<file path="src/brownout_pkg.sv">
// What this block does
// - A brown-out report from the detector forces the whole chip into reset.
// - While the supply is below the power-on threshold, system reset stays on.
// - When the supply rises again, the full power-on reset sequence runs first.
// - When that sequence completes, the power-on flag of the cause register is set.
// - Recovery from brown-out always goes through a full power-on reset.
// - The power control register resets only during a power-on reset sequence.
// - Bit 4 disables the brown-out detector when one, enables it when zero.
// - Bit 4 acts only when the always-on option is off; else detector stays on.
// - In the deepest stop state the detector is off unless always-on is set.
// - Bit 1 turns the comparator off when one, keeps it running when zero.
// - The power control register resets to bits 7 and 3 set, all others clear.
package brownout_pkg;
  localparam logic [11:0] power_control_zero_addr = 12'hf80;
  localparam logic [11:0] reset_cause_addr = 12'hf81;
  localparam logic [7:0] power_control_reset = 8'h88;
  localparam int brownout_disable_bit = 4;
  localparam int comparator_off_bit = 1;
  localparam int cause_por_bit = 7;
  localparam int cause_ext_bit = 4;
  localparam int por_seq_cycles_default = 64;
  localparam logic [7:0] unmapped_read = 8'h00;

  typedef enum logic [2:0] {
    st_hold = 3'b001,
    st_seq = 3'b010,
    st_run = 3'b100
  } seq_state_e;

  typedef struct packed {
    logic [11:0] addr;
    logic [7:0] wdata;
    logic wr;
    logic rd;
  } reg_req_s;

  typedef struct packed {
    seq_state_e state;
    logic [15:0] count;
    logic [7:0] pwr;
    logic [7:0] cause;
    logic [7:0] rdata;
    logic sys_reset;
    logic bo_enable;
    logic comp_enable;
    logic por_done;
  } state_s;
endpackage : brownout_pkg

</file>
<file path="src/brownout_reset_power_control.sv">
`timescale 1ns/1ns
module brownout_reset_power_control #(
  parameter int por_seq_cycles = brownout_pkg::por_seq_cycles_default
) (
  input wire logic clk_sys,
  input wire logic reset,
  input wire logic supply_below_por,
  input wire logic brownout_detector_trip,
  input wire logic brownout_always_on_option,
  input wire logic stop_deep,
  input wire logic soft_reset_req,
  input wire brownout_pkg::reg_req_s req,
  output logic [7:0] rdata,
  output logic sys_reset,
  output logic bo_enable,
  output logic comp_enable,
  output logic por_done
);
  import brownout_pkg::*;

  state_s cur_reg;
  state_s cur_next;
  logic bo_active;
  logic rst_hard;

  // The detector only counts when it is enabled; a disabled detector is blind
  assign bo_active = brownout_detector_trip && cur_reg.bo_enable;
  assign rst_hard = supply_below_por || bo_active;

  always_comb begin
    cur_next = cur_reg;
    cur_next.por_done = 1'b0;
    case (cur_reg.state)
      st_hold: begin
        cur_next.sys_reset = 1'b1;
        cur_next.count = '0;
        cur_next.pwr = power_control_reset;
        if (!rst_hard) begin
          cur_next.state = st_seq;
        end
      end
      st_seq: begin
        cur_next.sys_reset = 1'b1;
        cur_next.pwr = power_control_reset;
        if (rst_hard) begin
          cur_next.state = st_hold;
        end else if (cur_reg.count == 16'(por_seq_cycles - 1)) begin
          cur_next.state = st_run;
          cur_next.sys_reset = 1'b0;
          cur_next.por_done = 1'b1;
          cur_next.cause = '0;
          cur_next.cause[cause_por_bit] = 1'b1;
        end else begin
          cur_next.count = cur_reg.count + 16'h0001;
        end
      end
      st_run: begin
        cur_next.sys_reset = soft_reset_req;
        if (rst_hard) begin
          cur_next.state = st_hold;
          cur_next.sys_reset = 1'b1;
        end else if (req.wr && req.addr == power_control_zero_addr) begin
          // Reserved bits are stored as written; software keeps them legal
          cur_next.pwr = req.wdata;
        end else if (req.rd && req.addr == reset_cause_addr) begin
          cur_next.cause = '0;
        end
        if (soft_reset_req && !rst_hard) begin
          // A plain system reset leaves the power control register alone
          cur_next.cause[cause_ext_bit] = 1'b1;
        end
      end
      default: begin
        cur_next.state = st_hold;
        cur_next.sys_reset = 1'b1;
      end
    endcase
    if (!brownout_always_on_option && stop_deep) begin
      cur_next.bo_enable = 1'b0;
    end else if (!brownout_always_on_option) begin
      cur_next.bo_enable = !cur_next.pwr[brownout_disable_bit];
    end else begin
      cur_next.bo_enable = 1'b1;
    end
    cur_next.comp_enable = !cur_next.pwr[comparator_off_bit];
    if (req.rd) begin
      case (req.addr)
        power_control_zero_addr: cur_next.rdata = cur_reg.pwr;
        reset_cause_addr: cur_next.rdata = cur_reg.cause;
        default: cur_next.rdata = unmapped_read;
      endcase
    end else begin
      cur_next.rdata = unmapped_read;
    end
  end

  always_ff @(posedge clk_sys) begin
    if (reset) begin
      cur_reg.state <= st_hold;
      cur_reg.count <= '0;
      cur_reg.pwr <= power_control_reset;
      cur_reg.cause <= '0;
      cur_reg.rdata <= unmapped_read;
      cur_reg.sys_reset <= 1'b1;
      cur_reg.bo_enable <= 1'b1;
      cur_reg.comp_enable <= 1'b1;
      cur_reg.por_done <= 1'b0;
    end else begin
      cur_reg <= cur_next;
    end
  end

  assign rdata = cur_reg.rdata;
  assign sys_reset = cur_reg.sys_reset;
  assign bo_enable = cur_reg.bo_enable;
  assign comp_enable = cur_reg.comp_enable;
  assign por_done = cur_reg.por_done;

  a_brownout_forces: assert property (@(posedge clk_sys) disable iff (reset)
    bo_active |=> sys_reset)
    else $error("brown-out did not force reset");
  a_supply_low_hold: assert property (@(posedge clk_sys) disable iff (reset)
    supply_below_por |=> sys_reset && cur_reg.state == st_hold)
    else $error("reset released while supply low");
  a_seq_full_len: assert property (@(posedge clk_sys) disable iff (reset)
    $rose(cur_reg.state == st_run) |->
      $past(cur_reg.state) == st_seq && $past(cur_reg.count) ==
      16'(por_seq_cycles - 1))
    else $error("run entered before full sequence");
  a_por_flag_set: assert property (@(posedge clk_sys) disable iff (reset)
    por_done |-> cur_reg.cause[cause_por_bit] && !sys_reset)
    else $error("power-on flag not set");
  a_recover_via_por: assert property (@(posedge clk_sys) disable iff (reset)
    cur_reg.state == st_hold ##1 cur_reg.state != st_hold |->
      cur_reg.state == st_seq)
    else $error("brown-out recovery skipped power-on sequence");
  a_pwr_kept: assert property (@(posedge clk_sys) disable iff (reset)
    cur_reg.state == st_run && soft_reset_req && !rst_hard && !req.wr
      |=> $stable(cur_reg.pwr))
    else $error("power control changed on plain reset");
  // The enable is registered, so the option is judged one edge later
  a_bo_enable_map: assert property (@(posedge clk_sys) disable iff (reset)
    brownout_always_on_option |=> bo_enable)
    else $error("always-on detector turned off");
  a_bo_follows_bit: assert property (@(posedge clk_sys) disable iff (reset)
    !brownout_always_on_option && !stop_deep |=>
      bo_enable == !cur_reg.pwr[brownout_disable_bit])
    else $error("detector enable does not follow bit 4");
  a_comp_follows_bit: assert property (@(posedge clk_sys) disable iff (reset)
    ##1 comp_enable == !cur_reg.pwr[comparator_off_bit])
    else $error("comparator enable does not follow bit 1");
  a_low_supply_held: assert property (@(posedge clk_sys) disable iff (reset)
    cur_reg.state == st_hold |-> sys_reset)
    else $error("reset dropped in hold state");
  a_seq_holds_reset: assert property (@(posedge clk_sys) disable iff (reset)
    cur_reg.state == st_seq |-> sys_reset)
    else $error("reset dropped during power-on sequence");
  a_por_only_from_seq: assert property (@(posedge clk_sys) disable iff (reset)
    por_done |-> $past(cur_reg.state) == st_seq)
    else $error("power-on flag pulsed outside the sequence");
  a_soft_cause_set: assert property (@(posedge clk_sys) disable iff (reset)
    cur_reg.state == st_run && soft_reset_req && !rst_hard
      |=> cur_reg.cause[cause_ext_bit])
    else $error("plain reset cause not recorded");
  a_stop_bo_off: assert property (@(posedge clk_sys) disable iff (reset)
    !brownout_always_on_option && stop_deep |=> !bo_enable)
    else $error("detector left on in stop");
  a_write_effect: assert property (@(posedge clk_sys) disable iff (reset)
    cur_reg.state == st_run && !rst_hard && req.wr &&
      req.addr == power_control_zero_addr |=>
      comp_enable == !$past(req.wdata[comparator_off_bit]) &&
      (brownout_always_on_option || stop_deep ||
       bo_enable == !$past(req.wdata[brownout_disable_bit])))
    else $error("enables did not follow write");
  a_pwr_reset_val: assert property (@(posedge clk_sys) disable iff (reset)
    cur_reg.state == st_seq |-> cur_reg.pwr == power_control_reset)
    else $error("power control not at reset value");

  c_por_done: cover property (@(posedge clk_sys) disable iff (reset) por_done);
  c_brownout: cover property (@(posedge clk_sys) disable iff (reset)
    cur_reg.state == st_run ##1 cur_reg.state == st_hold);
  c_pwr_write: cover property (@(posedge clk_sys) disable iff (reset)
    req.wr && req.addr == power_control_zero_addr && cur_reg.state == st_run);
  c_stop: cover property (@(posedge clk_sys) disable iff (reset)
    stop_deep && !bo_enable);
endmodule : brownout_reset_power_control

</file>
<file path="config.mk">
export PLATFORM = sky130hd
export DESIGN_NAME = brownout_reset_power_control
export DESIGN_NICKNAME = d
export VERILOG_FILES = /design/src/brownout_pkg.sv /design/src/brownout_reset_power_control.sv
export SDC_FILE = /design/constraint.sdc
export NUM_CORES = 1
export LEC_CHECK = 0
export BUFFER_PORTS_ARGS = -buffer_cell sky130_fd_sc_hd__buf_4
export CELL_PAD_IN_SITES_DETAIL_PLACEMENT = 0
export CELL_PAD_IN_SITES_GLOBAL_PLACEMENT = 1
export CORE_MARGIN = 2
export CORE_UTILIZATION = 40
export DETAILED_ROUTE_END_ITERATION = 16
export PLACE_DENSITY = 0.84
export SYNTH_ARGS = -nofsm -noshare
export SYNTH_HDL_FRONTEND = slang
export SYNTH_SLANG_ARGS = --single-unit
export TNS_END_PERCENT = 5
</file>
<file path="constraint.sdc">
create_clock -name clk_sys -period 2.25 [get_ports clk_sys]
set_clock_uncertainty 0.2 [all_clocks]
set_input_delay 0.5625 -clock clk_sys [delete_from_list [all_inputs] [get_ports clk_sys]]
set_output_delay 0.5625 -clock clk_sys [all_outputs]
set_load 0.005 [all_outputs]
</file>
## Word level (Yosys, flattened, before mapping)

Index checks and enable logic that the tools add are counted.

- Bits in registers: 47
- Bits of input ports: 29
- Output and inout port bits: 12
- Word-level logic and storage cells: 79

- Add/sub/neg operators: 1
- Equality and inequality tests: 19
- Multiplexer cells: 25
- Bitwise logic cells: 2
- Reductions and logical operators: 21

Operator list:

| cell | count |
|---|---|
| $mux W16 | 3 |
| $pmux W8 S2 | 3 |
| $mux W8 | 5 |
| $pmux W16 S2 | 1 |
| $eq A12 B12 Y1 const B | 2 |
| $ne A2 B2 Y1 const B | 9 |
| $add A16 B1 Y16 const B | 1 |
| $eq A16 B6 Y1 const B | 1 |
| $mux W3 | 4 |
| $ne A3 B3 Y1 const B | 4 |
| $reduce_and A6 Y1 | 2 |
| $pmux W3 S3 | 1 |
| $reduce_and A3 Y1 | 3 |
| $mux W1 | 7 |
| $reduce_bool A2 Y1 | 3 |
| $logic_and A1 B1 Y1 | 5 |
| $logic_not A1 Y1 | 4 |
| $reduce_or A2 Y1 | 2 |
| $eq A3 B1 Y1 const B | 1 |
| $eq A3 B2 Y1 const B | 1 |
| $eq A3 B3 Y1 const B | 1 |
| $reduce_or A3 Y1 | 1 |
| $not A1 Y1 | 2 |
| $pmux W1 S2 | 1 |
| $logic_or A1 B1 Y1 | 1 |

## Logic depth before layout (Yosys ltp)

Gate-level depths: netlist (run 1).

- Depth in word-level cells: 9
- Gate-level depth with buffers: 7
- Gate-level depth less buffers: 5

## Worst setup path after synthesis (run 1)

No wires, ideal clock.

- Kind: input -> register
- Start: input req[15] (netlist name)
- End: register bo_enable (netlist name)
- Data arrival time: 1.835 ns
- Data required time: 1.928 ns
- Slack: 0.093 ns
- Stages on the path: 4
- Buffers on the path: 0
- Path through: or4b_4 -> nor3_4 -> nand3_2 -> a311o_1

- Cells in the longest elaborated chain, start to end: 8

RTL lines:

| item | line | source |
|---|---|---|
| start: declaration | brownout_reset_power_control.sv:12 | `input wire brownout_pkg::reg_req_s req,` |
| $eq A12 B12 Y1 | brownout_reset_power_control.sv:62 | `end else if (req.wr && req.addr == power_control_zero_addr) begin` |
| $logic_and A1 B1 Y1 | brownout_reset_power_control.sv:62 |  |
| $mux W8 | brownout_reset_power_control.sv:62 |  |
| $mux W16 | brownout_reset_power_control.sv:59 | `if (rst_hard) begin` |
| $pmux W8 S2 | brownout_reset_power_control.sv:33 | `case (cur_reg.state)` |
| $logic_not A1 Y1 | brownout_reset_power_control.sv:81 | `cur_next.bo_enable = !cur_next.pwr[brownout_disable_bit];` |
| $mux W1 | brownout_reset_power_control.sv:80 | `end else if (!brownout_always_on_option) begin` |
| $mux W1 | brownout_reset_power_control.sv:78 | `if (!brownout_always_on_option && stop_deep) begin` |

No other way between the ends. The select of a mux whose other input is x is not followed.
A chain may end at the register's enable or synchronous reset.

## Worst setup path after layout (run 1)

- Start: register cur_reg[28] (netlist name)
- End: register cur_reg[34] (netlist name)

- Cells in the longest elaborated chain, start to end: 4
- Elaborated cells between the ends (all ways): 7
- Those cells by class: add/sub: 1; eq/ne: 2; mux: 3; reduce/logical: 1

RTL lines:

| item | line | source |
|---|---|---|
| start: declaration | brownout_reset_power_control.sv:21 | `state_s cur_reg;` |
| start signal: assignment | brownout_reset_power_control.sv:109 | `cur_reg <= cur_next;` |
| $add A16 B1 Y16 | brownout_reset_power_control.sv:54 | `cur_next.count = cur_reg.count + 16'h0001;` |
| $mux W16 | brownout_reset_power_control.sv:47 | `end else if (cur_reg.count == 16'(por_seq_cycles - 1)) begin` |
| $mux W16 | brownout_reset_power_control.sv:45 | `if (rst_hard) begin` |
| $pmux W16 S2 | brownout_reset_power_control.sv:33 |  |

Several ways; a longest one is shown, not always the timed one. The select of a mux whose other input is x is not followed.

==> flow_summary_export.csv, run 1 <==
group,metric,value,unit
outcome,status,"finished clean",
placement,placed_area,0.002385,sq mm
synth,yosysTopAreaCell,"dfxtp_1",
setup_path,path_class,"reg -> reg",
hold_path,holdPathStages,2,
synth,synth_seq_cells,41,
synth,synth.area.top_cells,"dfxtp_1 (41%), a21oi_1 (6.2%), o31ai_1 (4.1%), or4_1 (4.1%), buf_4 (3.4%)",
synth,synth_top_family_by_area,"simple AND/OR/NAND/NOR gates",
synth,synthMuxAreaShare,1.490,%
timing,fin_ws,0.2268,ns
placement,dp_slack,0.03661,ns
die,ioPinCount,41,
hold_path,hp-class,"in -> reg",
pwr,p_per_area,581.4,mW/mm^2
synth,netlist.area_leader.share,40.72,%
pwr,p_int,1.138,mW
timing,finalSetupTns,0,ns
synth,synthSimpleGateAreaFrac,28.49,%
synth,synth.net_count,255,
die,core,0.004786,sq mm
timing,relSlewSlack,58.65,%
route,routed_via_density,5.553,
setup_path,cp-end-kind,"register",
global_route,grt_pass1_vias,1685,
timing,period_minus_slack,2.023,ns
route,post_drt_wl_per_cell,13.80,um
global_route,grt_pass1_wl,7.921,mm
setup_path,path_max_fanout,6,
layout,regArea,820.8,sq um
pwr,clockPowerShare,43.0,%
pwr,p_sw,318.3,uW
clocking,clk_pin_slew,0.09,ns
die,initial_core_util,42.12,%
clocking,cts_resized,0,
synth,synth-warning-count,0,
synth,synthCells,225,
run,maxCapViolCount,0,
route,routed_wl,4.594,mm
synth,synth_async_sr_flop_share,0,%
layout,fin_area,0.002505,sq mm
placement,dp.cells,325,
die,dieArea,0.005623,sq mm
setup_path,start_kind,"register",
pwr,pwr-share-seq,50.3,%
synth,syn-cell-area,0.002016,sq mm
synth,synthDistinctLibCells,48,
clocking,clk_latency,0.30,ns
timing,max_freq,494.3,MHz
layout,layout.nets,295,
clocking,numCtsBuffers,5,
pwr,swShare,21.85,%
timing,rsz0062_at_grt,"no",
timing,whs,0.2511,ns
clocking,cts_hold_buf,0,
global_route,grt_overflow_total,0,
synth,synth_common_cells,"dfxtp_1 (41), a21oi_1 (25), nand3_1 (11), o31ai_1 (11), or4_1 (11)",
setup_path,critPathRequiredTime,2.28,ns
clocking,cts.sinks,41,
layout,largest_reg_flops,29,
clocking,postCtsSetupBuffers,0,
timing,tightest_slew,0.6159,ns
route,drtIter0Drc,124,
pwr,max-vdd-ir-drop,0.2852,mV
layout,multi_input_area,0.001060,sq mm
route,ant_nets,0,
synth,yosysMostFrequentCell,"dfxtp_1",
route,drc,0,
clocking,clockRootBuffer,"clkbuf_8",
synth,synth_edf_count,0,
layout,num_antenna_cells,0,
clocking,cts_tree,"done",
synth,synth-compound-area-share,21.54,%
layout,instances_no_fill,333,
pwr,pwr-share-comb,6.6,%
layout,nFillCells,474,
die,fp.dieH,74.99,um
global_route,grt_antenna_before_repair,0,
timing,fin_crit_sh,89.92,%
placement,place.gp.congestion,0.7259,
layout,syn_to_final_growth,24.27,%
pwr,total_leakage_power,0.9003,nW
setup_path,arrival,2.05,ns
synth,synth_xor_area_share,0.4345,%
synth,synth_ff_type,"dfxtp_1",
timing,setup_viol,0,
placement,hpwl,3.359,mm
synth,synth-seq-area-share,40.72,%
global_route,grt_use_total,18.43,%
route,vias,1849,
global_route,grt_max_degree,25,
die,row_count,25,
die,die_w,74.99,um
route,dr.pass1.iters,4,
timing,hold_violations,0,
placement,port_buffers,40,
layout,drive_above_1_share,27.07,%
synth,synthAdderAreaFrac,0.6207,%
clocking,cts_max_path_buffers,2,
setup_path,reg2reg_depth,6,
synth,synth_area_per_cell,8.959,sq um
clocking,h-tree-depth,2,
timing,finalMaxSlewViolations,0,
[through the flow]
stage | power (mW) | util, %
floorplan | 0.7884 | -
global placement | 0.8460 | 49.83
detailed placement | 0.8463 | 49.83
CTS | 1.473 | 52.34
global route | 1.510 | 52.34
finish | 1.456 | 52.34
[placed cells by master (no fill, tap or decap), drive strengths merged, types with 2 or more instances in the layout]
cell type	n
a211oi	4
a21o	2
a21oi	25
a31o	2
and2	8
and3	2
and4	4
buf	54
clkbuf	6
dfxtp	41
inv	4
mux2i	3
nand2	9
nand2b	2
nand3	12
nand4	8
nor2	7
nor3	3
nor3b	2
nor4	8
nor4bb	2
o211ai	3
o21a	2
o21ai	4
o21bai	2
o221ai	6
o31ai	11
or3	3
or4	11
[layer usage]
metal  share of wire [%]  global-route usage [%]  wire length, um
met1                  52                   27.86             2408
met2                  41                   24.95             1871
met3                 5.4                   5.221              248
met4                 1.4                   6.151               66
met5                   0                       0                0
[layout make-up]
cell class	instances	area share, %
clock buffer	6	3.297
inverter	4	0.5994
clock inverter	2	1.499
timing repair buffer	54	16.18
multi-input combinational	159	42.31
sequential	41	32.77
tap	67	3.347
[kinds of logic (layout without fill, tap and decap cells)]
logic type               count (synthesis)  count (layout)
XOR/XNOR                                 1               1
buffers and inverters                   25              66
AND/OR/NAND/NOR                         88              88
flip-flops                              41              41
adder cells (fa/ha/maj)                  1               1
multiplexers                             3               3
AO/OA/AOI/OAI                           66              66
[power by group through the flow]
stage          sequential, mW  clock, mW  combinational (mW)
2_1_floorplan           0.745          0              0.0429
6_report                0.733      0.627              0.0965
3_5_place_dp            0.750          0              0.0964
3_3_place_gp            0.750          0              0.0959
4_1_cts                 0.733      0.644              0.0965
5_1_grt                 0.733      0.670               0.107
[path summary, 6_finish.rpt]
kind,endpoint,slack (ns),start
worst max-delay path,cur_reg[34],0.23,cur_reg[28]
worst min-delay path,bo_enable,0.25,brownout_always_on_option
worst max register to register,cur_reg[34],0.23,cur_reg[28]
worst min register to register,rdata[6],0.26,cur_reg[26]
[worst max-delay path, stage by stage, from the launching register on]
cell,delay [ns]
dfxtp_1,0.34
ha_1,0.21
nor4bb_1,0.16
and4_1,0.27
buf_4,0.17
or4_1,0.46
a21oi_1,0.15
(Power assumes the default switching activity.)
==> run 2, diff against run 1 <==
--- a/config.mk
+++ b/config.mk
@@ -5,13 +5,14 @@
 export SDC_FILE = /design/constraint.sdc
 export NUM_CORES = 1
 export LEC_CHECK = 0
+export ABC_AREA = 1
 export BUFFER_PORTS_ARGS = -buffer_cell sky130_fd_sc_hd__buf_4
 export CELL_PAD_IN_SITES_DETAIL_PLACEMENT = 0
 export CELL_PAD_IN_SITES_GLOBAL_PLACEMENT = 1
 export CORE_MARGIN = 2
-export CORE_UTILIZATION = 40
+export CORE_UTILIZATION = 39
 export DETAILED_ROUTE_END_ITERATION = 16
-export PLACE_DENSITY = 0.84
+export PLACE_DENSITY = 0.86
 export SYNTH_ARGS = -nofsm -noshare
 export SYNTH_HDL_FRONTEND = slang
 export SYNTH_SLANG_ARGS = --single-unit
==> flow_summary_export.csv, run 2 <==
group,metric,value,unit
outcome,status,"finished clean",
route,routed_wl,5.002,mm
setup_path,endpoint,"cur_reg[38]",
hold_path,hp-class,"in -> reg",
synth,synth_seq_cells,41,
clocking,h-tree-depth,2,
global_route,grt_use_total,17.62,%
synth,synth_edf_count,0,
die,ioPinCount,41,
die,dieArea,0.006125,sq mm
synth,synth_common_cells,"nand2_1 (76), nor2_1 (53), dfxtp_1 (41)",
layout,layout.nets,386,
layout,syn_to_final_growth,22.34,%
placement,place.gp.congestion,0.8830,
timing,tightest_slew,0.2924,ns
route,routed_via_density,4.783,
timing,max_freq,491.9,MHz
global_route,grt_overflow_total,0,
clocking,cts_hold_buf,0,
setup_path,reg2reg_to,"cur_reg[38]",
die,row_count,27,
route,ant_nets,0,
synth,yosysTopAreaCell,"dfxtp_1",
pwr,total_leakage_power,1.084,nW
setup_path,path_max_fanout,10,
timing,fin_crit_sh,90.35,%
setup_path,max_stage_delay,0.44,ns
pwr,power,2.097,mW
global_route,grt_pass1_wl,8.625,mm
route,wl_met3,335,um
route,vias,2052,
clocking,cts_resized,0,
layout,layout_commonest_cell,"nand2_1",
timing,whs,0.2526,ns
clocking,clk_latency,0.30,ns
global_route,grt_antenna_before_repair,0,
synth,synth.net_count,346,
setup_path,cp.depth,9,
synth,synth-warning-count,0,
timing,rsz0062_at_grt,"no",
synth,synthDistinctLibCells,30,
setup_path,path_class,"reg -> reg",
synth,synth_ff_type,"dfxtp_1",
synth,synthCells,316,
synth,netlist.area_leader.share,38.16,%
die,initial_core_util,39.79,%
setup_path,critPathTopFamily,"simple AND/OR/NAND/NOR gates",
synth,synth_async_sr_flop_share,0,%
setup_path,reg2reg_depth,9,
pwr,max-vdd-ir-drop,0.3817,mV
setup_path,cp-end-kind,"register",
placement,port_buffers,40,
timing,setup_viol,0,
clocking,cts_tree,"done",
layout,num_antenna_cells,0,
route,top_layer,"met4",
timing,finalMaxSlewViolations,0,
timing,hold_violations,0,
synth,syn-cell-area,0.002151,sq mm
synth,yosysMostFrequentCell,"nand2_1",
setup_path,cp-startpoint,"cur_reg[28]",
layout,nFillCells,570,
die,die_w,78.26,um
setup_path,arrival,2.03,ns
route,dr.pass1.iters,4,
setup_path,crit_top_cell,"nand2_2",
layout,largest_reg_flops,29,
layout,layout_common_cells,"nand2_1 (76), nor2_1 (53), buf_4 (47)",
setup_path,rrSetupSlack,0.22,ns
route,drtIter0Drc,70,
synth,synth_area_per_cell,6.806,sq um
placement,placed_area,0.002494,sq mm
placement,hpwl,3.802,mm
clocking,postCtsSetupBuffers,0,
clocking,clk_pin_slew,0.09,ns
clocking,numCtsBuffers,5,
die,core,0.005405,sq mm
clocking,clockRootBuffer,"clkbuf_8",
timing,period_minus_slack,2.033,ns
global_route,grt_pass1_vias,1887,
global_route,grt_max_degree,22,
route,drc,0,
timing,relSlewSlack,80.49,%
route,post_drt_wl_per_cell,11.66,um
clocking,cts_max_path_buffers,2,
timing,finalSetupTns,0,ns
layout,drive_above_1_share,20.17,%
route,wirelength_met1,2.295,mm
setup_path,critPathRequiredTime,2.25,ns
route,dr_wl_met2,2.312,mm
die,fp.dieH,78.26,um
run,maxCapViolCount,0,
setup_path,crit_slowest_cell,"dfxtp_1",
setup_path,r2r-start,"cur_reg[28]",
pwr,p_per_area,797.0,mW/mm^2
layout,fin_area,0.002631,sq mm
synth,synth-seq-area-share,38.16,%
setup_path,start_kind,"register",
setup_path,worstPathCellList,"ha_1 > inv_1 > nor3_4 > nand3_2 > nand2_2 > nand2_2 > buf_4 > a21oi_1 > nor2_1",
clocking,cts.sinks,41,
synth,synth.area.top_cells,"dfxtp_1 (38%), nand2_1 (13%), nor2_1 (9.2%), nand3_1 (5.8%), inv_1 (5.2%)",
setup_path,crit_buf_inv,2,
==> run 2: how the worst min path moves through the flow <==
stage / slack, ns / depth (start not counted) / from / end
2_1_floorplan: 0.24 / 2 / cur_reg[16] / cur_reg[16]
3_3_place_gp: 0.25 / 2 / cur_reg[27] / rdata[7]
4_1_cts: 0.24 / 3 / brownout_always_on_option / bo_enable
5_1_grt: 0.24 / 3 / brownout_always_on_option / bo_enable
3_5_place_dp: 0.25 / 2 / cur_reg[27] / rdata[7]
6_report: 0.25 / 3 / brownout_always_on_option / bo_enable
==> run 2: area by class of cell <==
cell class,count,area [sq um],share of cell area [%]
inverters,34,130.1,4.945
clock inverters,3,68.82,2.615
clock buffers,5,68.82,2.615
well taps,72,90.09,3.424
flip-flops and latches,41,820.8,31.19
repair buffers,47,352.8,13.41
multi-input cells,227,1100,41.80
==> run 2: tightest hold or removal path, delay by kind of cell <==
family,cells,cell delay (ns)
buffers and inverters,1,0.08
AND/OR/NAND/NOR,2,0.08
==> run 2: logic make-up (layout without fill, tap and decap cells) <==
kind of cell,Yosys count,in the layout,share of synthesized area (%)
and+or+nand+nor,182,182,38.05
AOI/OAI and AO/OA,39,39,10.47
buffers and inverters,48,89,10.70
DFF,41,41,38.16
adders and majority gates,1,1,0.5816
xor gates and xnor gates,5,5,2.036
==> run 2: layer usage <==
metal / vias to the layer above / GRT usage (%)
li1: 1088 / -
met5: - / 0
met3: 6 / 3.563
met1: 901 / 21.94
met2: 57 / 30.95
met4: 0 / 4.737
==> run 2: per-stage QoR <==
| stage | util [%] | std cells | setup slack, ns |
|---|---|---|---|
| floorplan | - | 316 | 0.3463 |
| global placement | 46.13 | 421 | 0.1816 |
| detailed placement | 46.13 | 421 | 0.1733 |
| CTS | 48.68 | 429 | 0.2215 |
| global route | 48.68 | 429 | 0.05242 |
| finish | 48.68 | 429 | 0.2171 |
==> run 2: where the power goes <==
part | leakage (nW) | internal (mW) | switching (mW) | total, mW
Combinational | 0.684 | 0.178 | 0.373 | 0.551
Clock | 0.0687 | 0.447 | 0.281 | 0.728
Sequential | 0.331 | 0.767 | 0.0507 | 0.818
==> run 3, diff against run 2 <==
--- a/config.mk
+++ b/config.mk
@@ -6,10 +6,9 @@
 export NUM_CORES = 1
 export LEC_CHECK = 0
 export ABC_AREA = 1
-export BUFFER_PORTS_ARGS = -buffer_cell sky130_fd_sc_hd__buf_4
+export BUFFER_PORTS_ARGS = -buffer_cell sky130_fd_sc_hd__buf_2
 export CELL_PAD_IN_SITES_DETAIL_PLACEMENT = 0
 export CELL_PAD_IN_SITES_GLOBAL_PLACEMENT = 1
-export CORE_MARGIN = 2
 export CORE_UTILIZATION = 39
 export DETAILED_ROUTE_END_ITERATION = 16
 export PLACE_DENSITY = 0.86
==> flow_summary_export.csv, run 3 (synthesis gave the netlist of run 2 again) <==
group,metric,value,unit
outcome,status,"finished clean",
die,core,0.005205,sq mm
timing,relSlewSlack,81.12,%
pwr,p_per_area,822.0,mW/mm^2
die,row_count,26,
layout,nFillCells,531,
layout,num_antenna_cells,0,
setup_path,path_max_fanout,10,
placement,port_buffers,40,
placement,place.gp.congestion,0.8259,
pwr,max-vdd-ir-drop,0.4393,mV
global_route,grt_antenna_before_repair,0,
clocking,clk_latency,0.30,ns
placement,hpwl,3.635,mm
timing,rsz0062_at_grt,"no",
setup_path,crit_slowest_cell,"dfxtp_1",
layout,fin_util,48.73,%
pwr,clockPowerShare,34.4,%
setup_path,path_class,"reg -> reg",
timing,period_minus_slack,2.092,ns
timing,finalSetupTns,0,ns
timing,finalMaxSlewViolations,0,
clocking,cts.sinks,41,
clocking,clk_pin_slew,0.08,ns
hold_path,hp-class,"reg -> reg",
setup_path,rrSetupSlack,0.16,ns
layout,layout_common_cells,"nand2_1 (76), nor2_1 (53), dfxtp_1 (41)",
route,drc,0,
die,ioPinCount,41,
route,ant_nets,0,
layout,layout_commonest_cell,"nand2_1",
route,post_drt_wl_per_cell,11.07,um
die,initial_core_util,41.32,%
layout,syn_to_final_growth,17.92,%
setup_path,crit_top_cell,"nand2_2",
layout,drive_above_1_share,20.39,%
clocking,cts_tree,"done",
global_route,grt_overflow_total,0,
timing,setup_viol,0,
setup_path,max_stage_delay,0.40,ns
setup_path,arrival,2.09,ns
route,drtIter0Drc,127,
route,dr.pass1.iters,4,
route,routed_via_density,4.692,
die,dieArea,0.005816,sq mm
pwr,p_sw,697.2,uW
pwr,pwr-share-seq,38.7,%
layout,fin_area,0.002536,sq mm
global_route,grt_pass1_vias,1835,
clocking,cts_max_path_buffers,2,
pwr,total_leakage_power,1.059,nW
layout,largest_reg_flops,29,
timing,hold_violations,0,
setup_path,start_kind,"register",
setup_path,worstPathCellList,"ha_1 > inv_1 > nor3_4 > nand3_2 > nand2_2 > nand2_2 > buf_4 > a21oi_1 > nor2_1",
clocking,h-tree-depth,2,
route,vias,2008,
clocking,cts_resized,0,
clocking,postCtsSetupBuffers,0,
setup_path,critPathRequiredTime,2.25,ns
route,routed_wl,4.736,mm
timing,fin_crit_sh,92.99,%
run,maxCapViolCount,0,
timing,max_freq,478.0,MHz
pwr,p_int,1.388,mW
die,die_w,76.26,um
clocking,clockRootBuffer,"clkbuf_8",
setup_path,crit_buf_inv,2,
setup_path,critPathTopFamily,"simple AND/OR/NAND/NOR gates",
pwr,swShare,33.44,%
clocking,cts_hold_buf,0,
global_route,grt_pass1_wl,8.176,mm
pwr,pwr-share-comb,26.8,%
setup_path,cp-end-kind,"register",
placement,placed_area,0.002399,sq mm
global_route,grt_use_total,17.60,%
die,fp.dieH,76.26,um
global_route,grt_max_degree,22,
timing,tightest_slew,0.2811,ns
layout,layout.nets,387,
clocking,numCtsBuffers,5,
run 3: cell count changes in the layout (fill, tap and decap cells not counted), sizes merged:
cell	previous run	this run
buf	47	48
run 3: path summary, 6_finish.rpt:
check,start,end,depth (start not counted)
hold / removal,cur_reg[27],rdata[7],2
setup / recovery,cur_reg[29],cur_reg[38],9
hold reg to reg,cur_reg[27],rdata[7],2
setup reg to reg,cur_reg[29],cur_reg[38],9
run 3: power by group through the flow:
stage	combinational, mW	clock [mW]	sequential [mW]
after floorplan	0.430	0	0.823
after global placement	0.552	0	0.824
after detailed placement	0.560	0	0.825
after CTS	0.563	0.732	0.808
after global routing	0.631	0.769	0.812
final	0.559	0.718	0.808
run 3: worst register-to-register path: cells and delay by family, from the launching register on:
| kind | cells | cell delay (ns) |
|---|---|---|
| flops | 1 | 0.40 |
| fa+ha+maj | 1 | 0.25 |
| compound gates | 1 | 0.14 |
| buf+inv | 2 | 0.29 |
| simple gates | 5 | 0.72 |
run 3: area by class of cell:
class / count / area [sq um] / area share (%)
Inverter: 34 / 130.1 / 5.131
Clock buffer: 5 / 68.82 / 2.713
Clock inverter: 3 / 68.82 / 2.713
Sequential cell: 41 / 820.8 / 32.36
Multi-Input combinational cell: 227 / 1100 / 43.36
Tap cell: 70 / 87.58 / 3.453
Timing Repair Buffer: 48 / 260.3 / 10.26
run 3: metrics by stage:
| stage | std cells | power (mW) | hold WS [ns] | setup slack, ns |
|---|---|---|---|---|
| 2_1_floorplan | 316 | 1.253 | 0.2394 | 0.3463 |
| 3_3_place_gp | 420 | 1.376 | 0.2570 | 0.1806 |
| 3_5_place_dp | 420 | 1.386 | 0.2603 | 0.1455 |
| 4_1_cts | 428 | 2.103 | 0.2728 | 0.1733 |
| 5_1_grt | 428 | 2.213 | 0.2788 | 0.006552 |
| 6_report | 428 | 2.085 | 0.2716 | 0.1578 |
run 3: per-layer routing:
metal / part of all wire, % / GRT usage, % / vias up
li1: - / - / 1088
met1: 50 / 23.91 / 865
met2: 43 / 27.30 / 51
met3: 5.4 / 4.072 / 4
met4: 1.2 / 5.962 / 0
met5: 0 / 0 / -
